--- config.mk ---
export PLATFORM = sky130hd
export DESIGN_NAME = rtfs_sequencer
export DESIGN_NICKNAME = d
export VERILOG_FILES = /design/src/rtfs_pkg.sv /design/src/rtfs_stream_if.sv /design/src/rtfs_sequencer.sv /design/src/rtfs_fifo.sv
export SDC_FILE = /design/constraint.sdc
export NUM_CORES = 1
export LEC_CHECK = 0
export BUFFER_PORTS_ARGS = -buffer_cell sky130_fd_sc_hd__buf_2
export CAP_MARGIN = 40
export CORE_MARGIN = 1.5
export CORE_UTILIZATION = 55
export DETAILED_ROUTE_END_ITERATION = 10
export GPL_TIMING_DRIVEN = 0
export PLACE_DENSITY = 0.72
export SLEW_MARGIN = 20
export SYNTH_ARGS = -nofsm -noshare
export SYNTH_HDL_FRONTEND = slang
export SYNTH_SLANG_ARGS = --single-unit
export TNS_END_PERCENT = 50
--- constraint.sdc ---
create_clock -name core_clk_i -period 6.45 [get_ports core_clk_i]
set_clock_uncertainty 0.15 [all_clocks]
set_input_delay 0.645 -clock core_clk_i [delete_from_list [all_inputs] [get_ports core_clk_i]]
set_output_delay 0.645 -clock core_clk_i [all_outputs]
set_load 0.02 [all_outputs]
--- src/rtfs_pkg.sv ---
// constants and types shared by the transmit frame sequencer and its fifo
// assumes a single 250 MHz core clock; no import, every use is scoped
package rtfs_pkg;
    // clock and derived time bases
    localparam int unsigned CLK_PERIOD_NS = 4;
    localparam int unsigned MFO_PERIOD_NS = 8000;
    localparam int unsigned MFO_CYC = MFO_PERIOD_NS / CLK_PERIOD_NS;
    localparam int unsigned GAP_DIV = 125;
    localparam int unsigned HALF_BIT_CYC_DFLT = 1000;
    // buffer geometry
    localparam int unsigned BUF_BITS = 256;
    localparam int unsigned PAGE_BYTES = 16;
    localparam int unsigned FIFO_DEPTH = 8;
    // interval generator
    localparam logic [6:0] LFSR_RESET = 7'h40;
    localparam logic [6:0] LFSR_TAPS = 7'h60;
    localparam logic [12:0] INIT_RAND_MULT = 13'h028;
    localparam logic [2:0] TAIL_HALVES = 3'h4;
    // line codes
    localparam logic [1:0] CODE_MANCH = 2'h0;
    localparam logic [1:0] CODE_BIPHASE = 2'h1;
    localparam logic [1:0] CODE_NRZ = 2'h2;
    localparam logic [1:0] CODE_DIRECT = 2'h3;

    typedef enum logic [5:0] {
        ST_IDLE = 6'h01,
        ST_WARM = 6'h02,
        ST_GAP = 6'h04,
        ST_SEND = 6'h08,
        ST_TAIL = 6'h10,
        ST_DIRECT = 6'h20
    } rtfs_state_t;
endpackage

--- src/rtfs_stream_if.sv ---
// valid/ready stream of buffer bits between serializer, fifo and line coder
// assumes both ends sit on the same clock
`timescale 1ns/100ps
interface rtfs_stream_if #(parameter int unsigned W = 1);
    logic valid;
    logic ready;
    logic [W-1:0] data;
    modport src (output valid, output data, input ready);
    modport snk (input valid, input data, output ready);
endinterface

--- src/rtfs_sequencer.sv ---
// transmit frame sequencer: buffer, interval timer, line coder, rf stage control
// assumes processor control bits on the core clock; stage_ready comes from analog
//
// How it works
// - hardware sends frames, timed by gated mid-frequency clock
// - frame length is field value plus one
// - bits past length ignored; start at byte zero
// - shift lsb of lowest byte first, upward
// - buffer reached as two 128-bit pages
// - start oscillator and pll, await settling before coded frames; direct mode starts without waiting
// - at end: stop, stage off, clear go
// - done interrupt only when its enable set
// - datagram repeats frame 1 to 16 times
// - two-bit code selects coding or direct mode
// - direct mode: invert bit flips data bit
// - optional two-bit carrier tail after each frame
// - gap powerdown switches oscillator and pll off in gaps between frames, not in the initial gap
// - gaps carry no carrier, like zero data
// - no random: base and frame time overlap
// - initial gap is base plus forty random
// - send automatically after gap; flag at end
// - any gap component may be zero
// - bit timing from crystal-derived tick
// - interframe gap: base plus random plus frame
// - base time counts milliseconds from mfo/125
// - seven-stage galois lfsr, advanced after use
// - frame time is unit times frame just sent
`timescale 1ns/100ps
module rtfs_sequencer #(
    parameter int unsigned HALF_BIT_CYC = rtfs_pkg::HALF_BIT_CYC_DFLT,
    parameter int unsigned MFO_CYC = rtfs_pkg::MFO_CYC,
    parameter int unsigned FIFO_DEPTH = rtfs_pkg::FIFO_DEPTH
) (
    // clock and reset
    input wire logic core_clk_i,
    input wire logic rst_b_i,
    // buffer access
    input wire logic buffer_page_sel_i,
    input wire logic [3:0] buf_byte_idx_i,
    input wire logic buf_wr_i,
    input wire logic [7:0] buf_wr_data_i,
    output logic [7:0] buf_rd_data_o,
    // control bits
    input wire logic tx_go_set_i,
    input wire logic tx_go_clr_i,
    input wire logic [7:0] frame_len_field_i,
    input wire logic [3:0] frame_repeat_sel_i,
    input wire logic [1:0] code_sel_i,
    input wire logic output_invert_i,
    input wire logic msg_end_tail_i,
    input wire logic gap_powerdown_i,
    input wire logic data_bit_i,
    input wire logic tx_done_irq_en_i,
    input wire logic tx_done_clr_i,
    // interval generator
    input wire logic [7:0] base_gap_field_i,
    input wire logic [5:0] frame_gap_unit_i,
    input wire logic lfsr_load_i,
    input wire logic [6:0] lfsr_seed_i,
    output logic [6:0] lfsr_o,
    // status
    output logic tx_go_o,
    output logic tx_done_flag_o,
    output logic stage_ready_o,
    output logic irq_o,
    // rf stage
    input wire logic stage_ready_i,
    output logic xtal_en_o,
    output logic pll_en_o,
    output logic pa_en_o,
    output logic mod_data_o
);
    ////////////////////////////////////////////////////////////////////////////
    // reset release and pin synchroniser
    logic rst_meta;
    logic rst_sync_b;
    logic rdy_meta;
    logic rdy_sync;

    always_ff @(posedge core_clk_i or negedge rst_b_i)
    begin
        if (!rst_b_i)
        begin
            rst_meta <= 1'b0;
            rst_sync_b <= 1'b0;
        end
        else
        begin
            rst_meta <= 1'b1;
            rst_sync_b <= rst_meta;
        end
    end

    always_ff @(posedge core_clk_i or negedge rst_sync_b)
    begin
        if (!rst_sync_b)
        begin
            rdy_meta <= 1'b0;
            rdy_sync <= 1'b0;
        end
        else
        begin
            rdy_meta <= stage_ready_i;
            rdy_sync <= rdy_meta;
        end
    end

    ////////////////////////////////////////////////////////////////////////////
    // data buffer, paged for software
    logic [7:0] buf_mem [rtfs_pkg::BUF_BITS/8];
    wire [4:0] sw_byte = {buffer_page_sel_i, buf_byte_idx_i};

    always_ff @(posedge core_clk_i)
    begin
        if (buf_wr_i)
            buf_mem[sw_byte] <= buf_wr_data_i;
        buf_rd_data_o <= buf_mem[sw_byte];
    end

    ////////////////////////////////////////////////////////////////////////////
    // state and decode
    rtfs_pkg::rtfs_state_t state;
    rtfs_pkg::rtfs_state_t next_state;
    logic tx_go;
    logic first_gap;
    logic [3:0] frames_sent;
    logic [12:0] gap_cnt;
    logic [6:0] lfsr;
    logic phase;
    logic [8:0] bits_out;
    logic [8:0] push_cnt;
    logic [2:0] tail_cnt;
    logic cur_bit;
    logic bp_level;

    wire direct = (code_sel_i == rtfs_pkg::CODE_DIRECT);
    wire [8:0] frame_bits = {1'b0, frame_len_field_i} + 9'h001;
    wire in_send = (state == rtfs_pkg::ST_SEND);
    wire in_tail = (state == rtfs_pkg::ST_TAIL);
    wire in_gap = (state == rtfs_pkg::ST_GAP);

    ////////////////////////////////////////////////////////////////////////////
    // time bases: mfo runs only while go is set, bit tick from crystal rate
    logic [15:0] mfo_cnt;
    logic [6:0] ms_cnt;
    logic [15:0] bit_cnt;
    wire mfo_tick = tx_go && (mfo_cnt == 16'(MFO_CYC - 1));
    wire ms_tick = mfo_tick && (ms_cnt == 7'(rtfs_pkg::GAP_DIV - 1));
    wire coding = in_send || in_tail;
    wire half_tick = coding && (bit_cnt == 16'(HALF_BIT_CYC - 1));

    always_ff @(posedge core_clk_i or negedge rst_sync_b)
    begin
        if (!rst_sync_b)
        begin
            mfo_cnt <= '0;
            ms_cnt <= '0;
            bit_cnt <= '0;
        end
        else
        begin
            mfo_cnt <= (!tx_go || mfo_tick) ? '0 : mfo_cnt + 16'h0001;
            if (!tx_go || ms_tick)
                ms_cnt <= '0;
            else if (mfo_tick)
                ms_cnt <= ms_cnt + 7'h01;
            bit_cnt <= (!coding || half_tick) ? '0 : bit_cnt + 16'h0001;
        end
    end

    ////////////////////////////////////////////////////////////////////////////
    // serializer into fifo, fifo out to line coder
    rtfs_stream_if #(.W(1)) ser ();
    rtfs_stream_if #(.W(1)) cod ();

    wire [7:0] push_idx = push_cnt[7:0];
    assign ser.valid = in_send && (push_cnt != frame_bits);
    assign ser.data = buf_mem[push_idx[7:3]][push_idx[2:0]];
    wire bit_start = half_tick && !phase && in_send;
    wire bit_end = half_tick && phase && in_send;
    assign cod.ready = bit_start;
    wire took_bit = bit_start && cod.valid;
    // close where the next bit would start, so the last bit keeps its second half
    wire frame_end = bit_start && (bits_out == frame_bits);
    wire tail_end = in_tail && half_tick && (tail_cnt == rtfs_pkg::TAIL_HALVES - 3'h1);

    rtfs_fifo #(.W(1), .DEPTH(FIFO_DEPTH)) u_fifo (
        .clk_i(core_clk_i),
        .rst_b_i(rst_sync_b),
        .wr(ser),
        .rd(cod)
    );

    ////////////////////////////////////////////////////////////////////////////
    // interval generator
    wire rand_on = (lfsr != 7'h00);
    wire [12:0] base_ms = {5'h00, base_gap_field_i};
    wire [12:0] rand_ms = {6'h00, lfsr};
    wire [3:0] frame_no = frames_sent + 4'h1;
    wire [12:0] fn_ms = 13'(frame_gap_unit_i * frame_no);
    wire [12:0] init_ms = base_ms + 13'(rand_ms * rtfs_pkg::INIT_RAND_MULT);
    wire [12:0] overlap_ms = (base_ms > fn_ms) ? base_ms : fn_ms;
    wire [12:0] ifrm_ms = rand_on ? base_ms + rand_ms + fn_ms : overlap_ms;
    wire last_frame = (frames_sent == frame_repeat_sel_i);
    wire frame_done = in_send ? (frame_end && !msg_end_tail_i) : tail_end;
    wire load_gap = (next_state == rtfs_pkg::ST_GAP) && !in_gap;
    wire [6:0] lfsr_step = {1'b0, lfsr[6:1]} ^ (lfsr[0] ? rtfs_pkg::LFSR_TAPS : 7'h00);
    wire finish = frame_done && last_frame;

    ////////////////////////////////////////////////////////////////////////////
    // sequencing
    always_comb
    begin
        next_state = state;
        case (state)
            rtfs_pkg::ST_IDLE:
                if (tx_go)
                    next_state = direct ? rtfs_pkg::ST_DIRECT : rtfs_pkg::ST_WARM;
            rtfs_pkg::ST_WARM:
                if (rdy_sync)
                    next_state = first_gap ? rtfs_pkg::ST_GAP : rtfs_pkg::ST_SEND;
            rtfs_pkg::ST_GAP:
                if (gap_cnt == 13'h0000)
                    next_state = (!first_gap && gap_powerdown_i) ?
                        rtfs_pkg::ST_WARM : rtfs_pkg::ST_SEND;
            rtfs_pkg::ST_SEND:
                if (frame_end)
                    next_state = msg_end_tail_i ? rtfs_pkg::ST_TAIL :
                        (last_frame ? rtfs_pkg::ST_IDLE : rtfs_pkg::ST_GAP);
            rtfs_pkg::ST_TAIL:
                if (tail_end)
                    next_state = last_frame ? rtfs_pkg::ST_IDLE : rtfs_pkg::ST_GAP;
            rtfs_pkg::ST_DIRECT:
                if (!tx_go || !direct)
                    next_state = rtfs_pkg::ST_IDLE;
            default:
                next_state = rtfs_pkg::ST_IDLE;
        endcase
    end

    always_ff @(posedge core_clk_i or negedge rst_sync_b)
    begin
        if (!rst_sync_b)
        begin
            state <= rtfs_pkg::ST_IDLE;
            first_gap <= 1'b1;
            frames_sent <= '0;
            gap_cnt <= '0;
            lfsr <= rtfs_pkg::LFSR_RESET;
        end
        else
        begin
            state <= next_state;
            if (state == rtfs_pkg::ST_IDLE)
                first_gap <= 1'b1;
            else if (in_gap && next_state != rtfs_pkg::ST_GAP)
                first_gap <= 1'b0;
            if (state == rtfs_pkg::ST_IDLE)
                frames_sent <= '0;
            else if (frame_done)
                frames_sent <= frame_no;
            if (load_gap)
                gap_cnt <= first_gap ? init_ms : ifrm_ms;
            else if (in_gap && ms_tick && gap_cnt != 13'h0000)
                gap_cnt <= gap_cnt - 13'h0001;
            if (lfsr_load_i)
                lfsr <= lfsr_seed_i;
            else if (load_gap && rand_on)
                lfsr <= lfsr_step;
        end
    end

    ////////////////////////////////////////////////////////////////////////////
    // bit counters and line coder
    always_ff @(posedge core_clk_i or negedge rst_sync_b)
    begin
        if (!rst_sync_b)
        begin
            push_cnt <= '0;
            bits_out <= '0;
            phase <= 1'b0;
            tail_cnt <= '0;
            cur_bit <= 1'b0;
            bp_level <= 1'b0;
        end
        else
        begin
            if (!in_send)
                push_cnt <= '0;
            else if (ser.valid && ser.ready)
                push_cnt <= push_cnt + 9'h001;
            if (!in_send)
                bits_out <= '0;
            else if (bit_end)
                bits_out <= bits_out + 9'h001;
            if (!coding)
                phase <= 1'b0;
            else if (took_bit || bit_end || in_tail && half_tick)
                phase <= !phase;
            tail_cnt <= !in_tail ? '0 : (half_tick ? tail_cnt + 3'h1 : tail_cnt);
            if (took_bit)
            begin
                cur_bit <= cod.data;
                bp_level <= !bp_level;
            end
            else if (bit_end && !cur_bit)
                bp_level <= !bp_level;
        end
    end

    logic enc_level;
    always_comb
    begin
        case (code_sel_i)
            rtfs_pkg::CODE_MANCH: enc_level = phase ? cur_bit : !cur_bit;
            rtfs_pkg::CODE_BIPHASE: enc_level = bp_level;
            default: enc_level = cur_bit;
        endcase
    end

    // a frame only shows data once its first bit is taken, so no glitch at entry
    wire send_level = in_send && (phase || bits_out != 9'h000) && (enc_level ^ output_invert_i);
    wire next_mod = (state == rtfs_pkg::ST_DIRECT) ? (data_bit_i ^ output_invert_i) :
        (in_tail || send_level);

    ////////////////////////////////////////////////////////////////////////////
    // control flags and rf stage outputs
    wire gap_off = in_gap && !first_gap && gap_powerdown_i;
    wire next_osc = (state != rtfs_pkg::ST_IDLE) && !gap_off;
    wire next_pa = coding || (state == rtfs_pkg::ST_DIRECT);
    wire next_go = tx_go_set_i || (tx_go && !tx_go_clr_i && !finish);
    wire next_done = finish || (tx_done_flag_o && !tx_done_clr_i);

    always_ff @(posedge core_clk_i or negedge rst_sync_b)
    begin
        if (!rst_sync_b)
        begin
            tx_go <= 1'b0;
            tx_go_o <= 1'b0;
            tx_done_flag_o <= 1'b0;
            irq_o <= 1'b0;
            stage_ready_o <= 1'b0;
            xtal_en_o <= 1'b0;
            pll_en_o <= 1'b0;
            pa_en_o <= 1'b0;
            mod_data_o <= 1'b0;
            lfsr_o <= rtfs_pkg::LFSR_RESET;
        end
        else
        begin
            tx_go <= next_go;
            tx_go_o <= next_go;
            tx_done_flag_o <= next_done;
            irq_o <= next_done && tx_done_irq_en_i;
            stage_ready_o <= rdy_sync;
            xtal_en_o <= next_osc;
            pll_en_o <= next_osc;
            pa_en_o <= next_pa;
            mod_data_o <= next_pa && next_mod;
            lfsr_o <= lfsr;
        end
    end
endmodule

--- src/rtfs_fifo.sv ---
// small synchronous fifo, width and depth set by parameters
// assumes one clock and an active low asynchronous reset already synchronised
`timescale 1ns/100ps
module rtfs_fifo #(
    parameter int unsigned W = 1,
    parameter int unsigned DEPTH = rtfs_pkg::FIFO_DEPTH
) (
    // clock and reset
    input wire logic clk_i,
    input wire logic rst_b_i,
    // streams
    rtfs_stream_if.snk wr,
    rtfs_stream_if.src rd
);
    localparam int unsigned AW = (DEPTH > 1) ? $clog2(DEPTH) : 1;
    logic [W-1:0] mem [DEPTH];
    logic [AW-1:0] wr_ptr;
    logic [AW-1:0] rd_ptr;
    logic [AW:0] count;
    wire push = wr.valid && wr.ready;
    wire pop = rd.valid && rd.ready;
    wire [AW-1:0] last_ptr = AW'(DEPTH - 1);

    assign wr.ready = (count != (AW+1)'(DEPTH));
    assign rd.valid = (count != '0);
    assign rd.data = mem[rd_ptr];

    always_ff @(posedge clk_i)
    begin
        if (push)
            mem[wr_ptr] <= wr.data;
    end

    always_ff @(posedge clk_i or negedge rst_b_i)
    begin
        if (!rst_b_i)
        begin
            wr_ptr <= '0;
            rd_ptr <= '0;
            count <= '0;
        end
        else
        begin
            if (push)
                wr_ptr <= (wr_ptr == last_ptr) ? '0 : wr_ptr + 1'b1;
            if (pop)
                rd_ptr <= (rd_ptr == last_ptr) ? '0 : rd_ptr + 1'b1;
            count <= count + (AW+1)'(push) - (AW+1)'(pop);
        end
    end
endmodule

==> summary.txt, run 1 <==
Status
  – Status: completed

Drt
  – Final wirelength: ~57000 um
  – Number of remaining DRC errors: 0
  – Iteration-0 DRC Markers: approximately 1500
  – ANT nets after route: 0
  – Routed via count: approximately 15000
  – Vias per Instance: around 6.3
  – 1st-pass router iterations: 6
  – Routed len/inst: ~25 um

Die
  – Initial Utilization: between 50% and 60%
  – Core area: ~38000 um^2
  – Die Span Y: between 150 and 200 um
  – Die Span X: ~200 um
  – IO Pins: 84
  – Die area: roughly 39000 um^2
  – Row cnt: between 70 and 80

Clock tree
  – Worst-path clk slew: approximately 0.060 ns
  – CTS tree: built
  – CTS Buf Count: between 40 and 50
  – H-tree level count: 2
  – Maximum clock path buffer count: 3
  – Root buffer cell: clkbuf_16
  – Clk_lat worst skew: about 0.61 ns
  – Clk sink count: around 390

GRT
  – Largest net degree at the start of global routing: 55
  – Total GRT Usage: 29.9%
  – Total grt overflow: 0
  – Initial antenna violation count: 0
  – First-pass GRT wire length: between 80000 and 90000 um
  – Number of global-route vias before repair: between 10000 and 15000

Synthesis
  – Sequential share of the synthesized area: a little over half
  – #FFs+latches synth: between 300 and 400
  – Post-Syn Instances: between 1500 and 2000
  – Post-Syn Nets: between 1500 and 2000
  – EDFF count, synth: around 260
  – Synth cell types: between 70 and 80
  – Synth Warn #: 0
  – Main synth FF type: edfxtp_1
  – Synth async-reset ratio: between 30% and 40%
  – Avg Cell Area, Syn: about 13 um^2
  – Post-Synthesis Cell Area: between 20000 and 25000 um^2

Placed design
  – DP Wirelength: roughly 40000 um
  – GPL Wtd Cong: roughly 0.96
  – IO buf count: 80

Power and ir drop
  – P_int: between 4 and 5 mW
  – Power share of the sequential group: 45.8%
  – Combinational power share: about an eighth
  – Peak supply drop: approximately 0.00026 V
  – PwrDens: around 260 nW/um^2
  – Leak pwr: approximately 9.0 nW
  – Clock share of power: 41.5%
  – Switching fraction of total power: between 20% and 30%
  – Psw: about 1.6 mW

Critical path
  – R2r setup slk: 0.42 ns
  – CP required: between 6 and 7 ns
  – CP Class: reg2reg
  – Critical R2R Capture: gap_cnt[8]
  – CP Launch Type: flip-flop
  – Critical Path End Type: flip-flop
  – Reg2Reg Launch Point: frames_sent[0]
  – CP Data Arrival Time: ~6.3 ns
  – CP endpoint: gap_cnt[8]
  – FF-to-FF path depth: 19
  – Critical path fanouts, max: 11
  – Critical Path Source: frames_sent[0]

STA
  – FMAX: between 0.15 and 0.2 GHz
  – Period utilization: between 90 and 100%
  – Max-Slew Margin vs Limit: between 40% and 50%
  – Tmin final: 6.03 ns
  – Pins over their slew limit: 0
  – Least-Margin Pin Slew: 0.886 ns
  – Fin Setup TNS: 0 ns
  – Hold Vio Cnt, Final: 0
  – Unrepaired setup endpoints after global routing: false
  – Final setup fails: 0

Layout
  – Layout area overhead: 13.9%
  – Layout Utilization: a little under two thirds
  – N_diodes: 0
  – Fillers: about 2900
  – Layout cell share with drive strength beyond 1: roughly 20%
  – Post-layout nets: roughly 1900

Run
  – Max-Cap Viols: 0

Hold path
  – Hold Path Class: reg2async
==> cell usage after synthesis, types with 9 or more instances <==
cell / n / area, um^2
a22o_1: 9 / 78.8
ha_1: 68 / 851
nand2b_1: 15 / 93.8
nand3_1: 31 / 155
and2_1: 18 / 113
nor2b_1: 20 / 125
mux2_2: 11 / 124
edfxtp_1: 264 / 7930
mux4_2: 131 / 2950
xnor2_1: 45 / 394
dfrtp_1: 118 / 2950
nand2_1: 98 / 368
inv_1: 80 / 300
xor2_1: 46 / 403
fa_1: 19 / 380
a22oi_1: 52 / 390
buf_1: 11 / 41.3
a21o_1: 9 / 67.6
o21ai_0: 37 / 185
nor4_1: 15 / 93.8
nor3_1: 29 / 145
a21oi_1: 32 / 160
mux2i_1: 20 / 200
a221oi_1: 11 / 96.3
nand3b_1: 9 / 67.6
nand4_1: 25 / 156
clkbuf_1: 53 / 199
nor2_1: 158 / 593
and3_1: 14 / 87.6
==> how the worst min path moves through the flow <==
stage,slack [ns],depth (start not counted),to,startpoint
5_1_grt,0.1,2,tx_go,tx_go_set_i
6_report,0.1,0,ms_cnt[5],rst_sync_b
2_1_floorplan,0.18,0,rdy_sync,rdy_meta
4_1_cts,0.08,2,tx_go,tx_go_set_i
3_3_place_gp,0.19,0,rst_sync_b,rst_meta
3_5_place_dp,0.11,0,ms_cnt[5],rst_sync_b
==> placed cells by master, fill, tap and decap left out, types with 6 or more instances in the layout <==
| master | Yosys | final |
|---|---|---|
| a211oi_1 | 8 | 8 |
| a21o_1 | 9 | 9 |
| a21oi_1 | 32 | 32 |
| a221oi_1 | 11 | 11 |
| a22o_1 | 9 | 9 |
| a22oi_1 | 52 | 52 |
| and2_1 | 18 | 18 |
| and3_1 | 14 | 14 |
| buf_1 | 11 | 13 |
| buf_2 | 7 | 87 |
| buf_4 | 3 | 16 |
| buf_6 | 2 | 15 |
| clkbuf_1 | 53 | 55 |
| clkbuf_16 | 0 | 44 |
| clkbuf_8 | 0 | 6 |
| dfrtp_1 | 118 | 117 |
| dfxtp_1 | 8 | 8 |
| edfxtp_1 | 264 | 264 |
| fa_1 | 19 | 19 |
| ha_1 | 68 | 68 |
| inv_1 | 80 | 80 |
| mux2_2 | 11 | 11 |
| mux2i_1 | 20 | 20 |
| mux4_2 | 131 | 131 |
| nand2_1 | 98 | 98 |
| nand2b_1 | 15 | 15 |
| nand3_1 | 31 | 31 |
| nand3b_1 | 9 | 9 |
| nand4_1 | 25 | 25 |
| nor2_1 | 158 | 158 |
| nor2b_1 | 20 | 20 |
| nor3_1 | 29 | 29 |
| nor4_1 | 15 | 15 |
| nor4b_1 | 6 | 6 |
| o21a_1 | 7 | 7 |
| o21ai_0 | 37 | 37 |
| o31ai_1 | 6 | 6 |
| or3_1 | 6 | 6 |
| xnor2_1 | 45 | 45 |
| xor2_1 | 46 | 45 |
==> area by class of cell <==
class / instances / area, um^2 / share of cell area (%)
buffer: 75 / 322 / 1.34
tap: 511 / 639 / 2.67
inverter: 80 / 300 / 1.25
sequential: 394 / 11100 / 46.5
timing repair buffer: 114 / 749 / 3.13
clock buffer: 57 / 1210 / 5.05
clock inverter: 23 / 312 / 1.30
multi-input combinational: 1039 / 9290 / 38.8
==> kinds of logic (layout without fill, tap and decap cells) <==
| logic type | after synthesis | count (layout) | synth area share (%) |
|---|---|---|---|
| simple gates | 476 | 476 | 11.3 |
| flops | 394 | 394 | 53.0 |
| compound gates | 220 | 220 | 7.41 |
| mux | 163 | 163 | 15.6 |
| buf+inv | 156 | 349 | 2.95 |
| xor+xnor | 92 | 92 | 3.89 |
| fa+ha+maj | 87 | 87 | 5.85 |
| other cells | 1 | 1 | 0.0178 |
==> stage by stage <==
stage | hold WS [ns] | area, um^2 | cells | setup slack (ns) | power (mW)
CTS | 0.0776 | 23900 | 2279 | 0.0955 | 6.33
floorplan | 0.181 | 21000 | 1589 | 1.07 | 3.46
finish | 0.0991 | 24000 | 2293 | 0.416 | 6.32
global route | 0.0977 | 24000 | 2293 | 0.169 | 6.54
global placement | 0.188 | 22100 | 2180 | 0.119 | 3.69
detailed placement | 0.109 | 22300 | 2197 | 0.0417 | 3.72
==> worst max-delay path: stages (launching register included) <==
cell and delay [ns]:
dfrtp_1 0.54, ha_1 0.25, xor2_1 0.44, nand2_1 0.14
fa_1 0.53, inv_1 0.06, fa_1 0.56, inv_1 0.06
fa_1 0.45, xnor2_1 0.40, fa_1 0.49, ha_1 0.36
o21a_1 0.13, a211oi_1 0.25, o21bai_1 0.12, a21o_1 0.22
xor2_1 0.14, mux2_2 0.27, o21ai_0 0.23, mux2i_1 0.11
==> routing by layer <==
metal | share of wire (%) | global-route usage (%)
met5 | 0 | 0
met1 | 38 | 39.1
met4 | 4.6 | 12.8
met2 | 48 | 48.7
met3 | 9.2 | 6.24
==> sequential cells by signal, summed over array words and instances, names as in the netlist, 8 cells and up <==
name	cells
buf_mem	256
bit_cnt	16
mfo_cnt	16
gap_cnt	13
bits_out	9
push_cnt	9
buf_rd_data_o	8
u_fifo.mem	8
==> what timing repair did <==
| action | in CTS | in global routing |
|---|---|---|
| endpoints found under the hold margin | 3 | 0 |
| hold buffers | 2 | 0 |
| buffers inserted | 0 | 1 |
| pin swaps | 0 | 1 |
| setup endpoints to repair | 5 | 11 |
| resized for setup | 1 | 1 |
==> power by group through the flow <==
stage	logic [mW]	registers (mW)	clock network (mW)
after detailed placement	0.782	2.94	0
final	0.804	2.89	2.62
after CTS	0.793	2.89	2.65
after global routing	0.880	2.90	2.75
after global placement	0.743	2.94	0
after floorplan	0.509	2.95	0
No activity file was read; power rests on OpenSTA's default activity.
==> run 2: changes to the inputs <==
--- a/config.mk
+++ b/config.mk
@@ -12,7 +12,7 @@
 export DETAILED_ROUTE_END_ITERATION = 10
 export GPL_TIMING_DRIVEN = 0
 export PLACE_DENSITY = 0.72
-export SLEW_MARGIN = 20
+export RECOVER_POWER = 25
 export SYNTH_ARGS = -nofsm -noshare
 export SYNTH_HDL_FRONTEND = slang
 export SYNTH_SLANG_ARGS = --single-unit
==> summary.txt, run 2 (synthesis results as in run 1) <==
Layout
  – Max reg flops: 256
  – Most frequent cells in the layout: 264 x edfxtp_1, 158 x nor2_1, 131 x mux4_2
  – Non-Filler Instances: roughly 2300
  – Regs by FF count: buf_mem x256, bit_cnt x16, mfo_cnt x16
  – Top reg by flops: buf_mem
  – Final Instance Area: ~24000 um^2
  – Commonest non-fill, non-tap cell in the layout: edfxtp_1
  – Post-layout nets: 1888
  – Layout cell share with drive strength beyond 1: between 10% and 20%
  – Layout area overhead: 13.0%
  – Fillers: ~2900

Power and ir drop
  – Combinational power share: between 10% and 20%
  – Tot Pwr: 6.17 mW
  – Leak pwr: roughly 8.9 nW
  – PwrDens: 260 nW/um^2
  – Peak supply drop: 0.000225 V
  – Psw: roughly 1.6 mW
  – Power share of the sequential group: 46.8%
  – Switching fraction of total power: approximately a quarter
  – Clock share of power: 40.2%
  – P_int: around 4.6 mW

Clock tree
  – Clk sink count: between 300 and 400
  – Root buffer cell: clkbuf_16
  – Clk_lat worst skew: between 0.5 and 0.6 ns
  – Worst-path clk slew: about 0.060 ns
  – CTS tree: built
  – Maximum clock path buffer count: 3
  – CTS Buf Count: between 40 and 50
  – H-tree level count: 2

STA
  – Period utilization: 92.8%
  – Fin Setup TNS: 0 ns
  – Final setup fails: 0
  – FMAX: around 0.17 GHz
  – Tmin final: around 6.0 ns
  – Max-Slew Margin vs Limit: -132%
  – Unrepaired setup endpoints after global routing: false
  – Final hold slack: roughly 0.034 ns
  – Pins over their slew limit: between 200 and 300
  – Hold Vio Cnt, Final: 0
  – Least-Margin Pin Slew: about 3.5 ns

GRT
  – Initial antenna violation count: 1
  – Largest net degree at the start of global routing: 61
  – Total grt overflow: 0
  – Number of global-route vias before repair: 14641
  – Total GRT Usage: around 30%
  – First-pass GRT wire length: approximately 87000 um

Critical path
  – CP most frequent cell: fa_1
  – CP required: 6.74 ns
  – Largest stage delay, worst path: roughly 0.56 ns
  – Critical Path End Type: flip-flop
  – CP cell instances: ha_1 > xor2_1 > nand2_1 > fa_1 > inv_1 > fa_1 > inv_1 > fa_1 > xnor2_1 > fa_1 > ha_1 > o21a_1 > a211oi_1 > o21bai_1 > a21o_1 > xor2_1 > mux2_2 > o21ai_0 > mux2i_1
  – Critical path fanouts, max: 11
  – Critical Path Slowest Stage Cell: dfrtp_1
  – CP Data Arrival Time: about 6.3 ns
  – CP Class: reg2reg
  – CP Launch Type: flip-flop

Die
  – Die Span X: between 150 and 200 um
  – Initial Utilization: 55.9%
  – Row cnt: 71
  – Die area: a little under 40000 um^2
  – IO Pins: 84
  – Die Span Y: 199 um
  – Core area: 37700 um^2

Drt
  – Iteration-0 DRC Markers: roughly 1500
  – 1st-pass router iterations: 6
  – Routed len/inst: about 25 um
  – ANT nets after route: 0
  – Vias per Instance: around 6.3
  – Routed via count: 14513
  – Number of remaining DRC errors: 0
  – Final wirelength: about 57000 um

Placed design
  – DP Cell Count: ~2200
  – GPL Wtd Cong: between 0.9 and 1
  – Placed Area: about 22000 um^2
  – DP Wirelength: roughly 41000 um
  – IO buf count: 80

Hold path
  – Hold Path Class: in2reg

Status
  – Status: finished, violations left
  – Failing checks: max-capacitance violations, max-slew violations

Run
  – Max-Cap Viols: 8
run 2: critical path, delay by kind of cell (launching register included):
kind / cells / cell delay [ns]
xor+xnor: 3 / 0.93
mux: 2 / 0.38
simple gates: 1 / 0.14
compound gates: 5 / 0.93
buf+inv: 2 / 0.12
flops: 1 / 0.56
fa+ha+maj: 6 / 2.64
run 2: worst paths after layout:
| check | start | end | slack, ns | cells after the start |
|---|---|---|---|---|
| worst min register to register | rst_sync_b | ms_cnt[5] | 0.17 | 0 |
| worst max-delay path | frames_sent[0] | gap_cnt[8] | 0.46 | 19 |
| worst min-delay path | stage_ready_i | rdy_meta | 0.03 | 1 |
| max in group asynchronous | rst_sync_b | bit_cnt[11] | 2.20 | 1 |
| min in group asynchronous | rst_sync_b | ms_cnt[5] | 0.17 | 0 |
| worst max register to register | frames_sent[0] | gap_cnt[8] | 0.46 | 19 |
run 2: layer usage:
| layer | share of wire (%) | track usage (%) | vias to the layer above |
|---|---|---|---|
| met2 | 48 | 48.7 | 726 |
| met3 | 8.8 | 5.61 | 175 |
| li1 | - | - | 6355 |
| met5 | 0 | 0 | - |
| met4 | 4.5 | 13.0 | 0 |
| met1 | 38 | 38.8 | 7257 |
run 2: final cells by class:
type / instances / area, um^2 / share of cell area (%)
repair buffers: 107 / 683 / 2.87
flip-flops and latches: 394 / 11100 / 46.9
clock buffers: 57 / 1180 / 4.96
plain buffers: 75 / 317 / 1.33
diodes: 1 / 2.50 / 0.0105
inverters: 80 / 300 / 1.26
multi-input cells: 1039 / 9280 / 39.0
clock inverters: 23 / 228 / 0.958
well taps: 511 / 639 / 2.69
run 2: power groups by stage:
| stage | Sequential, mW | Combinational [mW] | Clock, mW |
|---|---|---|---|
| floorplan | 2.95 | 0.509 | 0 |
| global placement | 2.94 | 0.743 | 0 |
| global route | 2.90 | 0.885 | 2.60 |
| detailed placement | 2.94 | 0.790 | 0 |
| finish | 2.89 | 0.800 | 2.48 |
| CTS | 2.89 | 0.798 | 2.51 |
run 2: timing repair:
action	4_1_cts	5_1_grt
setup endpoints to repair	0	11
hold buffers	1	0
hold endpoints to repair	2	0
setup buffers	0	2
gates resized for setup	0	2
run 2: per-stage QoR:
| stage | utilization [%] | setup slack, ns |
|---|---|---|
| 6_report | 63.1 | 0.463 |
| 5_1_grt | 63.1 | 0.146 |
| 4_1_cts | 63.1 | 0.0194 |
| 3_5_place_dp | 59.4 | 0.0567 |
| 3_3_place_gp | 58.6 | 0.119 |
| 2_1_floorplan | - | 1.07 |
